$ cat config.mk
export PLATFORM = sky130hd
export DESIGN_NAME = twg_guard
export DESIGN_NICKNAME = d
export VERILOG_FILES = /design/src/twg_pkg.sv /design/src/twg_wave_check.sv /design/src/twg_guard.sv
export SDC_FILE = /design/constraint.sdc
export NUM_CORES = 1
export LEC_CHECK = 0
export ABC_AREA = 1
export BUFFER_PORTS_ARGS = -buffer_cell sky130_fd_sc_hd__buf_2
export CORE_MARGIN = 2
export CORE_UTILIZATION = 40
export CTS_CLUSTER_SIZE = 40
export DETAILED_ROUTE_END_ITERATION = 6
export GPL_TIMING_DRIVEN = 0
export HOLD_SLACK_MARGIN = 0.12
export SYNTH_ARGS = -nofsm -noshare
export SYNTH_HDL_FRONTEND = slang
export SYNTH_SLANG_ARGS = --single-unit
$ cat constraint.sdc
create_clock -name clock -period 5.26 [get_ports clock]
set_input_delay 1.052 -clock clock [delete_from_list [all_inputs] [get_ports clock]]
set_output_delay 1.052 -clock clock [all_outputs]
set_load 0.05 [all_outputs]
$ cat src/twg_pkg.sv
// Package for the tamper and waveform guard of the backup data bank.
// Assumes a single 25 MHz clock domain and an APB register port.
package twg_pkg;

  // Clock figures
  localparam int TWG_CLK_PERIOD_NS = 40;
  // Half period of the check square wave, in ns
  localparam int TWG_WAVE_HALF_NS = 1000;
  // Half period rounds down to whole cycles, never below one
  localparam int TWG_WAVE_HALF_CYC =
    (TWG_WAVE_HALF_NS / TWG_CLK_PERIOD_NS) < 1 ? 1 : (TWG_WAVE_HALF_NS / TWG_CLK_PERIOD_NS);

  // Bus widths
  localparam int TWG_ADDR_W = 8;
  localparam int TWG_DATA_W = 32;

  // Backup bank geometry
  localparam int TWG_BKP_WORDS = 42;
  localparam int TWG_BKP_W = 16;

  // Register byte offsets
  localparam logic [7:0] TWG_OFS_CTRL_A = 8'h00; // intrusion_a_control
  localparam logic [7:0] TWG_OFS_CTRL_B = 8'h04; // intrusion_b_control
  localparam logic [7:0] TWG_OFS_IER = 8'h08;    // intrusion_irq_event_reg
  localparam logic [7:0] TWG_OFS_STAT = 8'h0C;   // Sticky event status
  localparam logic [7:0] TWG_OFS_MASK = 8'h10;   // Interrupt mask
  localparam logic [7:0] TWG_OFS_BKP = 8'h40;    // First backup data word

  // Tamper control fields
  localparam int TWG_CTL_EN = 0;    // tamper enable
  localparam int TWG_CTL_HIGH = 1;  // 1: active high, 0: active low
  localparam int TWG_CTL_WAVE = 2;  // wave check select

  // Interrupt and event control fields
  localparam int TWG_IER_TIRQ = 0;  // tamper interrupt enable
  localparam int TWG_IER_TEVT = 1;  // tamper event enable
  localparam int TWG_IER_WIRQ = 2;  // wave interrupt enable
  localparam int TWG_IER_WEVT = 3;  // wave event enable
  localparam int TWG_IER_FLAG_A = 8;
  localparam int TWG_IER_FLAG_B = 9;

  // Status and mask fields
  localparam int TWG_ST_TA = 0;     // tamper_a_event_flag
  localparam int TWG_ST_TB = 1;     // tamper_b_event_flag
  localparam int TWG_ST_WA = 2;     // wave check a fault
  localparam int TWG_ST_WB = 3;     // wave check b fault
  localparam int TWG_ST_W = 4;

  // Reset values
  localparam logic [2:0] TWG_CTL_RST = 3'h0;
  localparam logic [3:0] TWG_IER_RST = 4'h0;
  localparam logic [3:0] TWG_ST_RST = 4'h0;

  // APB request from the master
  typedef struct packed {
    logic psel;
    logic penable;
    logic pwrite;
    logic [TWG_ADDR_W-1:0] paddr;
    logic [TWG_DATA_W-1:0] pwdata;
  } twg_apb_req_type;

  // APB answer to the master
  typedef struct packed {
    logic pready;
    logic pslverr;
    logic [TWG_DATA_W-1:0] prdata;
  } twg_apb_rsp_type;

  // Pad levels seen by the block
  typedef struct packed {
    logic first_intrusion_pad;
    logic second_intrusion_pad;
    logic osc_out_pad;
  } twg_pad_in_type;

  // Pad drive from the block
  typedef struct packed {
    logic first_intrusion_pad_o;
    logic first_intrusion_pad_oe;
    logic osc_in_pad_o;
    logic osc_in_pad_oe;
  } twg_pad_out_type;

endpackage

$ cat src/twg_wave_check.sv
// Square wave generator and loop-back checker for one waveform path.
// Assumes the looped-back pad is synchronous to the clock.
`timescale 1ns/10ps
`default_nettype none
module twg_wave_check #(
  parameter int HALF_CYC = twg_pkg::TWG_WAVE_HALF_CYC
) (
  input wire logic clock,
  input wire logic rst_b,
  input wire logic enable,
  input wire logic wave_in,
  output logic wave_o,
  output logic wave_oe,
  output logic fault
);
  import twg_pkg::*;

  localparam int CW = $clog2(HALF_CYC + 1);
  localparam logic [CW-1:0] LAST = CW'(HALF_CYC - 1);

  // Whole state of the checker
  typedef struct packed {
    logic [CW-1:0] cnt; // Position in the half period
    logic out;          // Level driven on the pad
    logic oe;           // Pad driven while enabled
    logic fault;        // One-cycle mismatch pulse
  } twg_wc_state_type;

  twg_wc_state_type st_r;
  twg_wc_state_type st_nxt;

  // Next state: toggle at end of each half, checking the loop first
  always_comb begin
    st_nxt = st_r;
    st_nxt.fault = 1'b0;
    st_nxt.oe = enable;
    if (!enable) begin
      // Idle: wave stopped, count parked
      st_nxt.cnt = '0;
      st_nxt.out = 1'b0;
    end else if (st_r.cnt == LAST) begin
      // Level had a whole half period to come back
      st_nxt.fault = st_r.oe && (wave_in != st_r.out);
      st_nxt.cnt = '0;
      st_nxt.out = ~st_r.out;
    end else begin
      st_nxt.cnt = st_r.cnt + CW'(1);
    end
  end

  // State register
  always_ff @(posedge clock or negedge rst_b) begin
    if (!rst_b) begin
      st_r <= '0;
    end else begin
      st_r <= st_nxt;
    end
  end

  assign wave_o = st_r.out;
  assign wave_oe = st_r.oe;
  assign fault = st_r.fault;

endmodule
`default_nettype wire

$ cat src/twg_guard.sv
// Tamper and waveform guard with a bank of backup data words, on APB.
// Assumes one clock, pads synchronous to it, pad wiring resolved outside.
// Pads are sampled directly; any debouncing must live outside.
//
// Chosen here: the APB register port and the placing of the registers.
`timescale 1ns/10ps
`default_nettype none
module twg_guard #(
  parameter int BKP_WORDS = twg_pkg::TWG_BKP_WORDS,
  parameter int WAVE_HALF_CYC = twg_pkg::TWG_WAVE_HALF_CYC
) (
  input wire logic clock,
  input wire logic rst_b,
  input wire twg_pkg::twg_apb_req_type apb_req,
  output twg_pkg::twg_apb_rsp_type apb_rsp,
  input wire twg_pkg::twg_pad_in_type pad_in,
  output twg_pkg::twg_pad_out_type pad_out,
  output logic irq,
  output logic tamper_event
);
  import twg_pkg::*;

  // Whole control state of the guard
  typedef struct packed {
    twg_apb_rsp_type rsp;          // Registered bus answer
    logic [2:0] ctrl_a;            // intrusion_a_control
    logic [2:0] ctrl_b;            // intrusion_b_control
    logic [3:0] ier;               // intrusion_irq_event_reg enables
    logic [TWG_ST_W-1:0] status;   // Sticky event bits
    logic [TWG_ST_W-1:0] mask;     // Interrupt mask
    logic prev_a;                  // Last active-level view of pad a
    logic prev_b;                  // Last active-level view of pad b
    logic irq;                     // Interrupt output
    logic evt;                     // Event output pulse
  } twg_state_type;

  twg_state_type st_r;
  twg_state_type st_nxt;

  // Bank left out of reset on purpose: system reset and wake-up
  // must not touch user data, only a wipe clears it.
  // Limitation: after power-up the words read as unknown until
  // software writes them or a wipe clears them.
  // Backup bank, deliberately outside the reset tree
  logic [TWG_BKP_W-1:0] bkp_mem [BKP_WORDS];

  // Wave path signals
  logic wave_a_o;
  logic wave_a_oe;
  logic wave_a_fault;
  logic wave_b_o;
  logic wave_b_oe;
  logic wave_b_fault;

  // Control register fields
  logic tamper_a_enable;
  logic tamper_b_enable;
  logic wave_check_a_select;
  logic wave_check_b_select;

  // Active-level pad views and detected edges
  logic act_a;
  logic act_b;
  logic hit_a;
  logic hit_b;

  // Event sources and the bank wipe
  logic any_tamper;
  logic any_wave;
  logic wipe;

  // Bus decode
  logic acc;
  logic wr;
  logic bkp_hit;
  logic [TWG_ADDR_W-1:0] bkp_ofs;
  logic [TWG_ADDR_W-3:0] bkp_idx;

  // Per-bit status set and interrupt class
  logic [TWG_ST_W-1:0] set_bits;
  logic [TWG_ST_W-1:0] class_en;

  // Rising edge into the active level, gated by enable
  // Shared by both inputs so they detect in the same way
  function automatic logic twg_edge(input logic prev, input logic cur, input logic en);
    twg_edge = en && cur && !prev;
  endfunction

  // Active-level view of a pad: high when the pad is at its active level
  // Low-active inputs are inverted here, and only here
  function automatic logic twg_active(input logic pad, input logic high);
    twg_active = high ? pad : ~pad;
  endfunction

  // Field views of the control registers
  assign tamper_a_enable = st_r.ctrl_a[TWG_CTL_EN];
  assign tamper_b_enable = st_r.ctrl_b[TWG_CTL_EN];
  assign wave_check_a_select = st_r.ctrl_a[TWG_CTL_WAVE];
  assign wave_check_b_select = st_r.ctrl_b[TWG_CTL_WAVE];

  // Pad a is an output while wave a runs, so its tamper sense is muted
  assign act_a = twg_active(pad_in.first_intrusion_pad, st_r.ctrl_a[TWG_CTL_HIGH]);
  // Pad b carries the loop-back of wave a; its tamper sense is muted then
  assign act_b = twg_active(pad_in.second_intrusion_pad, st_r.ctrl_b[TWG_CTL_HIGH]);

  // Edges are taken on the active-level view, so a switch already
  // active when software arms the input does not count; only a
  // fresh move into the active level does.
  // Trade-off: a pulse that starts and ends between two clock edges is missed entirely.
  // Detected tamper edges
  assign hit_a = twg_edge(st_r.prev_a, act_a, tamper_a_enable && !wave_check_a_select);
  assign hit_b = twg_edge(st_r.prev_b, act_b, tamper_b_enable && !wave_check_a_select);

  assign any_tamper = hit_a || hit_b;
  assign any_wave = wave_a_fault || wave_b_fault;
  // Any event from any of the four sources wipes the bank
  assign wipe = any_tamper || any_wave;

  // A wave fault also raises the second tamper flag, so software
  // that only watches the two flags still sees it.
  // Bits set this cycle; wave faults land on the second flag too
  always_comb begin
    set_bits = '0;
    set_bits[TWG_ST_TA] = hit_a;
    set_bits[TWG_ST_TB] = hit_b || any_wave;
    set_bits[TWG_ST_WA] = wave_a_fault;
    set_bits[TWG_ST_WB] = wave_b_fault;
  end

  // The second flag serves tamper b and wave faults alike, so
  // either interrupt class lets it through.
  // Interrupt class enables lined up with status bits
  always_comb begin
    class_en = '0;
    class_en[TWG_ST_TA] = st_r.ier[TWG_IER_TIRQ];
    class_en[TWG_ST_TB] = st_r.ier[TWG_IER_TIRQ] || st_r.ier[TWG_IER_WIRQ];
    class_en[TWG_ST_WA] = st_r.ier[TWG_IER_WIRQ];
    class_en[TWG_ST_WB] = st_r.ier[TWG_IER_WIRQ];
  end

  // Register map, byte addresses, one word each:
  //   control a and control b: enable, active level, wave select
  //   irq and event control: tamper irq, tamper event, wave irq,
  //   wave event, plus the two tamper flags on their own bits
  //   status: tamper a, tamper b, wave a fault, wave b fault
  //   mask: same layout as status, gates the interrupt
  //   backup words from the bank base, low half word only
  // Any other address answers with an error and ignores writes.
  // The flags read the same through the control word and through
  // the status word; a one written to either place clears them.
  //
  // Bus timing: pready is a flop set by the setup cycle, so every
  // transfer takes exactly one access cycle and no wait states.
  // Read data is prepared in the setup cycle and dropped again
  // after the access cycle, so the answer lines idle at zero.
  //

  // Bus decode: writes and reads take effect in the access cycle with pready
  // acc only fires in the access cycle that pready marks
  assign acc = apb_req.psel && apb_req.penable && st_r.rsp.pready;
  assign wr = acc && apb_req.pwrite;
  assign bkp_ofs = apb_req.paddr - TWG_OFS_BKP;
  assign bkp_idx = bkp_ofs[TWG_ADDR_W-1:2];
  // Range check keeps the bank index inside the array
  assign bkp_hit = (apb_req.paddr >= TWG_OFS_BKP) && (bkp_ofs[1:0] == 2'h0)
                   && (int'(bkp_idx) < BKP_WORDS);

  // One process builds the whole next state; the level views
  // track the pads every cycle, armed or not.
  // Next control state
  always_comb begin
    st_nxt = st_r;
    st_nxt.prev_a = act_a;
    st_nxt.prev_b = act_b;

    // Bus answer: one wait-free access phase after each setup cycle
    st_nxt.rsp.pready = apb_req.psel && !apb_req.penable;
    if (apb_req.psel && !apb_req.penable) begin
      // Setup cycle: prepare read data and error for the access phase
      st_nxt.rsp.pslverr = 1'b0;
      st_nxt.rsp.prdata = '0;
      case (apb_req.paddr)
        TWG_OFS_CTRL_A: begin
          st_nxt.rsp.prdata[2:0] = st_r.ctrl_a;
        end
        TWG_OFS_CTRL_B: begin
          st_nxt.rsp.prdata[2:0] = st_r.ctrl_b;
        end
        TWG_OFS_IER: begin
          // Flags mirrored next to their enables
          st_nxt.rsp.prdata[3:0] = st_r.ier;
          st_nxt.rsp.prdata[TWG_IER_FLAG_A] = st_r.status[TWG_ST_TA];
          st_nxt.rsp.prdata[TWG_IER_FLAG_B] = st_r.status[TWG_ST_TB];
        end
        TWG_OFS_STAT: begin
          st_nxt.rsp.prdata[TWG_ST_W-1:0] = st_r.status;
        end
        TWG_OFS_MASK: begin
          st_nxt.rsp.prdata[TWG_ST_W-1:0] = st_r.mask;
        end
        default: begin
          if (bkp_hit) begin
            // Read of a backup word; a wipe in flight may still show old data
            st_nxt.rsp.prdata[TWG_BKP_W-1:0] = bkp_mem[bkp_idx];
          end else begin
            // Unmapped: error answer, data zero
            st_nxt.rsp.pslverr = 1'b1;
          end
        end
      endcase
    end else begin
      // Access or idle: the answer stood its one cycle, drop it
      st_nxt.rsp.pslverr = 1'b0;
      st_nxt.rsp.prdata = '0;
    end

    // Writes land at the access edge, when pready is already high;
    // unmapped writes fall to the default branch and change nothing.
    // Register writes; enable is expected to be set last by software
    if (wr) begin
      case (apb_req.paddr)
        TWG_OFS_CTRL_A: begin
          st_nxt.ctrl_a = apb_req.pwdata[2:0];
        end
        TWG_OFS_CTRL_B: begin
          st_nxt.ctrl_b = apb_req.pwdata[2:0];
        end
        TWG_OFS_IER: begin
          st_nxt.ier = apb_req.pwdata[3:0];
          // Flags clear here too, by writing one
          st_nxt.status[TWG_ST_TA] = st_r.status[TWG_ST_TA]
                                     && !apb_req.pwdata[TWG_IER_FLAG_A];
          st_nxt.status[TWG_ST_TB] = st_r.status[TWG_ST_TB]
                                     && !apb_req.pwdata[TWG_IER_FLAG_B];
        end
        TWG_OFS_STAT: begin
          st_nxt.status = st_r.status & ~apb_req.pwdata[TWG_ST_W-1:0];
        end
        TWG_OFS_MASK: begin
          st_nxt.mask = apb_req.pwdata[TWG_ST_W-1:0];
        end
        default: begin
          // Backup words are written by their own process
          st_nxt.mask = st_r.mask;
        end
      endcase
    end

    // A clear that meets a new event in one cycle must not lose
    // that event, so the set is applied after the clears.
    // Hardware set wins over a clear in the same cycle
    st_nxt.status = st_nxt.status | set_bits;

    // Level interrupt follows unmasked, class-enabled status
    st_nxt.irq = |(st_nxt.status & st_nxt.mask & class_en);

    // The event output is a one-cycle pulse, not a level; it suits
    // a wake-up path rather than software polling.
    // Event pulse per class enable
    st_nxt.evt = (any_tamper && st_r.ier[TWG_IER_TEVT])
                 || (any_wave && st_r.ier[TWG_IER_WEVT]);
  end

  // Asynchronous reset clears control and flags; the bank is a
  // separate process and keeps its words.
  // Control state register
  always_ff @(posedge clock or negedge rst_b) begin
    if (!rst_b) begin
      st_r <= '0;
    end else begin
      st_r <= st_nxt;
    end
  end

  // All words clear in one cycle, so no read sees a half-wiped bank
  // Backup bank: no reset, so system reset leaves it intact; a wipe wins
  always_ff @(posedge clock) begin
    if (wipe) begin
      for (int i = 0; i < BKP_WORDS; i++) begin
        bkp_mem[i] <= '0;
      end
    end else if (wr && bkp_hit) begin
      bkp_mem[bkp_idx] <= apb_req.pwdata[TWG_BKP_W-1:0];
    end
  end

  // Both paths share one half period; each checker compares the
  // return just before it toggles, giving the loop a whole half
  // period to settle through the pads.
  // Wave path a: out on first pad, back on second pad
  twg_wave_check #(
    .HALF_CYC(WAVE_HALF_CYC)
  ) u_wave_a (
    .clock(clock),
    .rst_b(rst_b),
    .enable(wave_check_a_select),
    .wave_in(pad_in.second_intrusion_pad),
    .wave_o(wave_a_o),
    .wave_oe(wave_a_oe),
    .fault(wave_a_fault)
  );

  // Path b borrows the oscillator pads, so the slow crystal cannot
  // run while it is selected.
  // Wave path b: out on oscillator in pad, back on oscillator out pad
  twg_wave_check #(
    .HALF_CYC(WAVE_HALF_CYC)
  ) u_wave_b (
    .clock(clock),
    .rst_b(rst_b),
    .enable(wave_check_b_select),
    .wave_in(pad_in.osc_out_pad),
    .wave_o(wave_b_o),
    .wave_oe(wave_b_oe),
    .fault(wave_b_fault)
  );

  // Pad drive comes from the checker flops, so the top still drives
  // every output straight from a flop.
  // Outputs straight from flops
  assign apb_rsp = st_r.rsp;
  assign irq = st_r.irq;
  assign tamper_event = st_r.evt;
  assign pad_out.first_intrusion_pad_o = wave_a_o;
  assign pad_out.first_intrusion_pad_oe = wave_a_oe;
  assign pad_out.osc_in_pad_o = wave_b_o;
  assign pad_out.osc_in_pad_oe = wave_b_oe;

endmodule
`default_nettype wire

Word level (Yosys, flattened, before mapping):

Memory sizes are Yosys's and may differ from the RTL's.
Cells that the tools add are included.

* memories kept: 1
* register bits after elaboration: 72
* word-level logic and storage cells: 119
* bits in writable memories: 672

* bitwise operators: 9
* reduce and logical (&&, ||, !) cells: 41
* eq/ne operators: 10
* add/sub/neg operators: 3
* order comparisons: 2
* mux-type cells: 33

Memory list
* bkp_mem: words 42, bits a word 16, read ports 1, clocked after Yosys merged registers in 0, wr ports 42, RTL line twg_guard.sv:45 `logic [TWG_BKP_W-1:0] bkp_mem [BKP_WORDS];`

Operators with widths (count)
* $mux 33: 1
* $mux 16: 2
* $mux 6: 4
* $logic_and 1x1->1: 19
* $eq 8x4->1 const B: 2
* $mux 1: 16
* $reduce_or 16->1: 1
* $pmux 3 s5: 1
* $and 4x4->4: 3
* $add 5x1->5 const B: 2
* $eq 5x5->1 const B: 2
* $mux 5: 2
* $eq 8x3->1 const B: 1
* $eq 8x5->1 const B: 1
* $ge 8x7->1 const B: 1
* $logic_not 8->1: 1
* $mux 4: 2
* $mux 8: 1
* $pmux 2 s2: 2
* $reduce_or 4->1: 2
* $sub 8x7->8 const B: 1
* $logic_not 1->1: 6
* $logic_or 1x1->1: 6
* $lt 6x6->1 const B: 1
* other kinds (11): 18

Logic depth before layout (Yosys ltp):

Gate-level depths: netlist of the first run.

* depth in word-level cells: 10
* gate-level depth with buffers: 15

Hierarchy:

From an unflattened synthesis of the first run, not the netlist that was laid out.

* cells, all modules: 4333
* area total of the unflattened synthesis: 46035.4 µm²

Modules (own cells, without submodules)
* twg_guard: sequential area each 31750.5 µm², times used 1, area each 45277.2 µm², cells each 4245
* twg_wave_check: sequential area each 200.2 µm², times used 2, area each 379.1 µm², cells each 44

Worst setup path after synthesis of the first run:

OpenSTA, ideal clock, no wires.

* path kind: input to register
* start: in apb_req[38] in the netlist's numbering
* end: mem bkp_mem[0][0] (enable)
* path buffers: 2
* path slack: 1484 ps
* arrival time: 3405 ps
* required time: 4888 ps
* library setup time: 372 ps
* stages: 9
* cell sequence: clkinv_1 -> clkbuf_1 -> ha_1 -> nor4_4 -> nand3_2 -> nor3_4 -> nand2_2 -> buf_2 -> nand2_1

RTL lines
* start, declared: RTL line twg_guard.sv:14 `input wire twg_pkg::twg_apb_req_type apb_req,`
* end, declared: RTL line twg_guard.sv:45

==> summary.md, run 1 <==
| Metric | Value |
|---|---|
| Register-to-register path setup slack | 0.60 ns |
| Fin cells | 6450 |
| Syn-to-layout area delta | 15.7% |
| Hold Vio Cnt, Final | 0 |
| Worst Setup End Kind | flip-flop |
| Switching portion of total power | 24.1% |
| CTS buffer count | 111 |
| Overflow after GRT | 0 |
| Worst EP required | 5.61 ns |
| CTS root buffer | clkbuf_16 |
| Reg2Reg Capture Point | bkp_mem[41][15] |
| VDD IR max | 273 uV |
| Overall Power | 18.7 mW |
| Vias | 35500 |
| DRC viols | 3 |
| Crit path buf inv count | 5 |
| Post-synth ARST share | 5.19% |
| Max Cap Violations | 3 |
| WL/cell | 26.5 um |
| Clock-pin slew on the worst setup and hold paths | 0.06 ns |
| P_int | 14.2 mW |
| Sequential Area | 0.0322 mm2 |
| First-pass GRT wire length | 235 mm |
| Layout cells sized above 1 | 7.52% |
| Critical path class | in -> reg |
| Synth top area share | 67.0% |
| H-tree lvl count | 3 |
| CP top delay family | buffers and inverters |
| Post-Place Worst Slack | -1.16 ns |
| Psw | 4.52 mW |
| PD cells | 353 mW/mm2 |
| WHS | 0.474 ns |
| DP HPWL | 113 mm |
| Hold crit path type | in -> async |
| Synth area leader | edfxtp_1 |
| Ranking of synthesized cells by area | edfxtp_1 (67%), nand2_1 (12%), nor2_1 (6.6%) |
| Io pins | 88 |
| Syn avg cell area | 10.6 um2 |
| R2r startpoint | st_r[17] |
| Synthesized flop and latch total | 1080 |
| Arrival time at the worst endpoint | 5.69 ns |
| Post-CTS Setup Inserts | 0 |
| Routed vias/inst | 5.50 |
| Largest stage delay, worst path | 0.64 ns |
| Main synth FF type | edfxtp_1 |
| Fmax | 187 MHz |
| DR iter-0 viols | 6043 |
| Max Transition Viols Final | 33 |
| Vias in the first global route | 32600 |
| Synth Cell Area | 0.0459 mm2 |
| Largest net degree at the start of global routing | 57 |
| Post-Synthesis Cells | 4310 |
| Initial antenna violation count | 7 |
| Final period util | 101% |
| Cts hold-fix bufs | 0 |
| CTS tree | built |
| # resized after CTS | 8 |
| # fillers | 10800 |
| Number of port buffers | 52 |
| Share of power burned in the clock network | 42.2% |
| YS warnings | 0 |
| Most Frequent Cell on Critical Path | nand3_2 |
| Setup-failing EPs final | 135 |
| Combinational fraction of design power | 6.4% |
| Part of the power in registers | 51.4% |
| Critical-path cell list | buf_2 > clkinv_1 > clkbuf_2 > ha_1 > nor4_4 > nand3_2 > inv_2 > nand3_2 > clkbuf_1 > nand2_4 |
| FF-to-FF path depth | 9 |
| Overall Global Routing Usage | 28.7% |
| Final ANT Viol Nets | 0 |
| Number of distinct library cells after synthesis | 40 |
| Synth top cells by count | nand2_1 (1452), edfxtp_1 (1024), nor2_1 (804) |
| FP Rows | 124 |
| Slowest CP cell | clkbuf_1 |
| Total wire length | 171 mm |
| Clk_lat worst skew | 0.73 ns |
| Setup ws final | -0.0779 ns |
| Placer Congestion | 1.01 |
| Count leader, synth | nand2_1 |
| Footprint of the multi-input gates | 0.0136 mm2 |
| Placed Cells | 6242 |
| Fin nets | 4900 |
| Setup TNS | -4.49 ns |
| Worst Clk Skew | 0.0307 ns |
| CTS Buffer Depth | 3 |
| Full die area | 0.117 mm2 |
| Core Util, Final | 46.6% |
| Die width | 343 um |
| Outcome | complete, but fails checks |
| Crit path max fanout | 16 |
| Core area | 0.114 mm2 |
| Slew margin rel. | -6.06% |
| Final Cell Area | 0.0531 mm2 |
| Placed cell area | 0.0494 mm2 |
| P_leak | 22.0 nW |
| Post-synth EDFFs | 1024 |
| Worst Tran Pin Value | 1.59 ns |
| CTS Sinks | 1080 |
| DR pass1 iterations | 7 |
| Failing checks | DRC, capacitance limit, slew limit, setup timing |
| Post-layout min period | 5.34 ns |
| DIE HEIGHT | 343 um |
| Initial Util | 40.2% |
| Sequential element share of the synthesized area | 70.1% |
| Startpoint Class | input pin |
[state kept, by name, summed over array words and instances (netlist names)]
register	count
apb_rsp	18
u_wave_a.fault	1
u_wave_b.fault	1
st_r	18
u_wave_a.st_r	5
tamper_event	1
class_en	2
u_wave_b.st_r	5
irq	1
u_wave_b.wave_o	1
u_wave_a.wave_oe	1
u_wave_b.wave_oe	1
u_wave_a.wave_o	1
bkp_mem	1024
[cell usage in the layout, fill, tap and decap left out, types with 4 or more instances in the layout]
cell,n
clkbuf_1,222
dfrtp_1,56
buf_4,41
a22o_1,11
nand2_2,37
nand4_1,150
nor2_2,4
clkbuf_2,5
clkbuf_16,112
nand3_1,167
buf_1,27
a22oi_1,35
and2_1,10
o211ai_1,32
inv_1,39
bufinv_16,11
nor3_1,4
clkinv_1,43
nand2_1,1424
a21oi_1,73
buf_2,102
edfxtp_1,1024
clkinv_2,21
nand2_4,6
ha_1,9
nand3_2,12
nand3b_1,7
o21ai_0,44
conb_1,368
inv_2,5
nor2_1,804
[power groups by stage]
stage	clock network, mW	registers [mW]	logic (mW)
2_1_floorplan	0	9.80	0.551
3_3_place_gp	0	9.80	1.13
3_5_place_dp	0	9.81	1.14
4_1_cts	7.88	9.63	1.14
5_1_grt	8.21	9.65	1.23
6_report	7.90	9.63	1.21
[routing by layer]
metal / track usage (%) / part of all wire (%) / vias to the layer above
li1: - / - / 15200
met1: 37.9 / 37 / 17100
met2: 43.2 / 43 / 2617
met3: 7.06 / 13 / 564
met4: 16.2 / 6.9 / 8
met5: 0 / 0.029 / -
[cell type report]
class	count	area share [%]
plain buffers	319	2.67
clock buffers	138	5.46
clock inverters	67	1.24
well taps	1512	3.56
diodes	3	0.0141
inverters	61	0.433
repair buffers	53	0.523
multi-input cells	3217	25.6
flip-flops and latches	1080	60.5
[kinds of logic after synthesis]
| logic type | after synthesis | synth area share [%] |
|---|---|---|
| compound gates | 199 | 2.65 |
| xor+xnor | 6 | 0.115 |
| flops | 1080 | 70.1 |
| buf+inv | 380 | 3.58 |
| simple gates | 2635 | 23.3 |
| other cells | 1 | 0.00817 |
| fa+ha+maj | 9 | 0.245 |
[worst max-delay path by stage]
stage,from,endpoint,slack [ns],depth (start not counted)
CTS,apb_req[38],bkp_mem[34][3],0.001,10
floorplan,apb_req[38],bkp_mem[0][0],1.48,9
finish,apb_req[38],bkp_mem[41][15],-0.08,10
detailed placement,apb_req[38],bkp_mem[41][14],-1.16,10
global route,apb_req[38],bkp_mem[23][2],-0.004,10
global placement,apb_req[38],bkp_mem[41][7],-1.42,10
Note: power is estimated with default switching activity, not from simulation.
==> run 2, diff against run 1 <==
TNS_END_PERCENT = 30   (was default)
==> run 2 against run 1 <==
  * The flow finishes with violations (capacitance limit, slew limit, setup timing)
  * Clock power hardly changed
  * Sequential power hardly changed
  * Total power hardly changed
  * Clock skew is 0.00051 ns higher
  * Design area hardly changed
  * Register-to-register slack worse by 0.05 ns
  * Critical endpoint is now bkp_mem[40][15]
==> summary.md, run 2 (synthesis gave the netlist of run 1 again) <==
| Metric | Value |
|---|---|
| WHS | 0.480 ns (was 0.474 ns) |
| Setup-failing EPs final | 180 (was 135) |
| Final period util | 103% (was 101%) |
| Syn-to-layout area delta | 15.7% (about the same) |
| Post-layout min period | 5.44 ns (was 5.34 ns) |
| Routed vias/inst | 5.51 (was 5.50) |
| H-tree lvl count | 3 (unchanged) |
| Critical path class | in -> reg (unchanged) |
| # fillers | 10800 (about the same) |
| Vias | 35500 (about the same) |
| Max reg flops | 1024 (unchanged) |
| Slew margin rel. | -6.69% (was -6.06%) |
| Critical-path cell list | buf_2 > clkinv_1 > clkbuf_2 > ha_1 > nor4_4 > nand3_2 > inv_2 > buf_4 > nand3_2 > buf_2 > nand2_2 (was buf_2 > clkinv_1 > clkbuf_2 > ha_1 > nor4_4 > nand3_2 > inv_2 > nand3_2 > clkbuf_1 > nand2_4) |
| Worst Tran Pin Value | 1.60 ns (was 1.59 ns) |
| Max Cap Violations | 5 (was 3) |
| P_leak | 22.0 nW (about the same) |
| Largest net degree at the start of global routing | 57 (unchanged) |
| FF-to-FF path depth | 10 (was 9) |
| CTS Buffer Depth | 3 (unchanged) |
| DR pass1 iterations | 7 (unchanged) |
| Full die area | 0.117 mm2 (unchanged) |
| Clock-pin slew on the worst setup and hold paths | 0.06 ns (about the same) |
| Share of power burned in the clock network | 42.2% (about the same) |
| Footprint of the multi-input gates | 0.0136 mm2 (about the same) |
| Crit path depth | 11 (was 10) |
| Most common cell after layout, fill and taps aside | nand2_1 (unchanged) |
| CTS tree | built (unchanged) |
| Placed Cells | 6242 (unchanged) |
| Fin cells | 6450 (unchanged) |
| Combinational fraction of design power | 6.4% (about the same) |
| Total wire length | 171 mm (about the same) |
| Initial antenna violation count | 7 (unchanged) |
| RSZ-0062 raised after global routing | yes |
| Outcome | complete, but fails checks (unchanged) |
| Fmax | 184 MHz (was 187 MHz) |
| VDD IR max | 274 uV (was 273 uV) |
| Worst Setup End Kind | flip-flop (unchanged) |
| Final ANT Viol Nets | 0 (unchanged) |
| Crit path buf inv count | 6 (was 5) |
| Crit path max fanout | 16 (unchanged) |
| Most flop-heavy register | bkp_mem (unchanged) |
| Max Transition Viols Final | 56 (was 33) |
| WL/cell | 26.6 um (was 26.5 um) |
| Post-CTS Setup Inserts | 0 (unchanged) |
| Failing checks | capacitance limit, slew limit, setup timing (was DRC, capacitance limit, slew limit, setup timing) |
| Setup ws final | -0.183 ns (was -0.0779 ns) |
| DP HPWL | 113 mm (unchanged) |
| Vias in the first global route | 32600 (unchanged) |
| Die width | 343 um (unchanged) |
| Hold crit path type | in -> async (unchanged) |
| CP top delay family | buffers and inverters (unchanged) |
| PD cells | 353 mW/mm2 (about the same) |
| Cts hold-fix bufs | 0 (unchanged) |
| Switching portion of total power | 24.2% (was 24.1%) |
| Arrival time at the worst endpoint | 5.78 ns (was 5.69 ns) |
| Io pins | 88 (unchanged) |
| Overall Global Routing Usage | 28.7% (unchanged) |
| FP Rows | 124 (unchanged) |
| DR iter-0 viols | 6003 (was 6043) |
| Startpoint Class | input pin (unchanged) |
| CTS Sinks | 1080 (unchanged) |
| Fin nets | 4900 (unchanged) |
| Initial Util | 40.2% (unchanged) |
| DRC viols | 0 (was 3) |
| Psw | 4.53 mW (was 4.52 mW) |
| Placer Congestion | 1.01 (unchanged) |
| Sequential Area | 0.0322 mm2 (unchanged) |
| Worst EP required | 5.60 ns (was 5.61 ns) |
| Layout cells sized above 1 | 7.50% (was 7.52%) |
| Worst Clk Skew | 0.0312 ns (was 0.0307 ns) |
| Number of port buffers | 52 (unchanged) |
| CTS root buffer | clkbuf_16 (unchanged) |
| Slowest CP cell | clkbuf_2 (was clkbuf_1) |
| Hold Vio Cnt, Final | 0 (unchanged) |
| Part of the power in registers | 51.4% (about the same) |
| CTS buffer count | 111 (unchanged) |
| DIE HEIGHT | 343 um (unchanged) |
| Setup TNS | -9.87 ns (was -4.49 ns) |
| Commonest non-fill, non-tap cells in the layout | nand2_1 (1425), edfxtp_1 (1024), nor2_1 (804) (was nand2_1 (1424), edfxtp_1 (1024), nor2_1 (804)) |
| First-pass GRT wire length | 235 mm (unchanged) |
| Clk_lat worst skew | 0.73 ns (about the same) |
| Overflow after GRT | 0 (unchanged) |
| Core area | 0.114 mm2 (unchanged) |
| P_int | 14.2 mW (about the same) |
| Largest stage delay, worst path | 0.62 ns (was 0.64 ns) |
run 2: cell counts in the layout (fill, tap and decap cells not counted):
No cell type changed its count.
run 2: layout make-up:
class | count | area share [%]
tap | 1512 | 3.56
inverter | 61 | 0.433
clock inverter | 67 | 1.24
timing repair buffer | 53 | 0.523
buffer | 319 | 2.67
sequential | 1080 | 60.5
clock buffer | 138 | 5.46
multi-input combinational | 3217 | 25.6
antenna | 3 | 0.0141
run 2: routing by layer:
metal / wire length, um / track usage, % / vias to the layer above
li1: - / - / 15300
met1: 63400 / 37.9 / 17200
met2: 74100 / 43.2 / 2574
met3: 22400 / 7.06 / 532
met4: 11400 / 16.2 / 8
met5: 50 / 0 / -
run 2: worst register-to-register path, cell delays in order, from the launching register on:
cell and delay, ns:
dfrtp_1 0.42, xnor2_1 0.16, nand3_1 0.11, nand2_1 0.08
nor2_1 0.97, nand3_2 0.54, inv_2 0.29, buf_4 0.25
nand3_2 0.47, buf_2 0.46, nand2_2 0.59
run 2: final timing paths:
check | slack, ns | endpoint | start
setup / recovery | -0.18 | bkp_mem[40][15] | apb_req[38]
hold / removal | 0.48 | apb_rsp[0] | rst_b
setup reg to reg | 0.55 | bkp_mem[40][15] | st_r[17]
hold reg to reg | 0.48 | u_wave_b.st_r[3] | u_wave_b.st_r[3]
max in group asynchronous | 4.21 | u_wave_a.wave_o | rst_b
min in group clock | 0.48 | u_wave_b.st_r[3] | u_wave_b.st_r[3]
run 2: through the flow:
| stage | setup slack [ns] | util [%] | area [um2] | power, mW |
|---|---|---|---|---|
| floorplan | 1.48 | - | 47300 | 10.3 |
| detailed placement | -1.16 | 43.4 | 49400 | 11.0 |
| finish | -0.183 | 46.6 | 53100 | 18.8 |
| CTS | 0.00143 | 46.5 | 53000 | 18.7 |
| global placement | -1.42 | 43.3 | 49400 | 10.9 |
| global route | -0.0173 | 46.6 | 53100 | 19.1 |
run 2: what timing repair did:
action	CTS	global route
gates cloned	0	0
resized for setup	8	25
endpoints found under the setup margin	112	397
run 2: power by group through the flow:
| stage | Sequential [mW] | Combinational (mW) | Clock [mW] |
|---|---|---|---|
| 4_1_cts | 9.63 | 1.14 | 7.88 |
| 3_3_place_gp | 9.80 | 1.13 | 0 |
| 3_5_place_dp | 9.81 | 1.14 | 0 |
| 2_1_floorplan | 9.80 | 0.551 | 0 |
| 5_1_grt | 9.65 | 1.23 | 8.21 |
| 6_report | 9.63 | 1.21 | 7.92 |
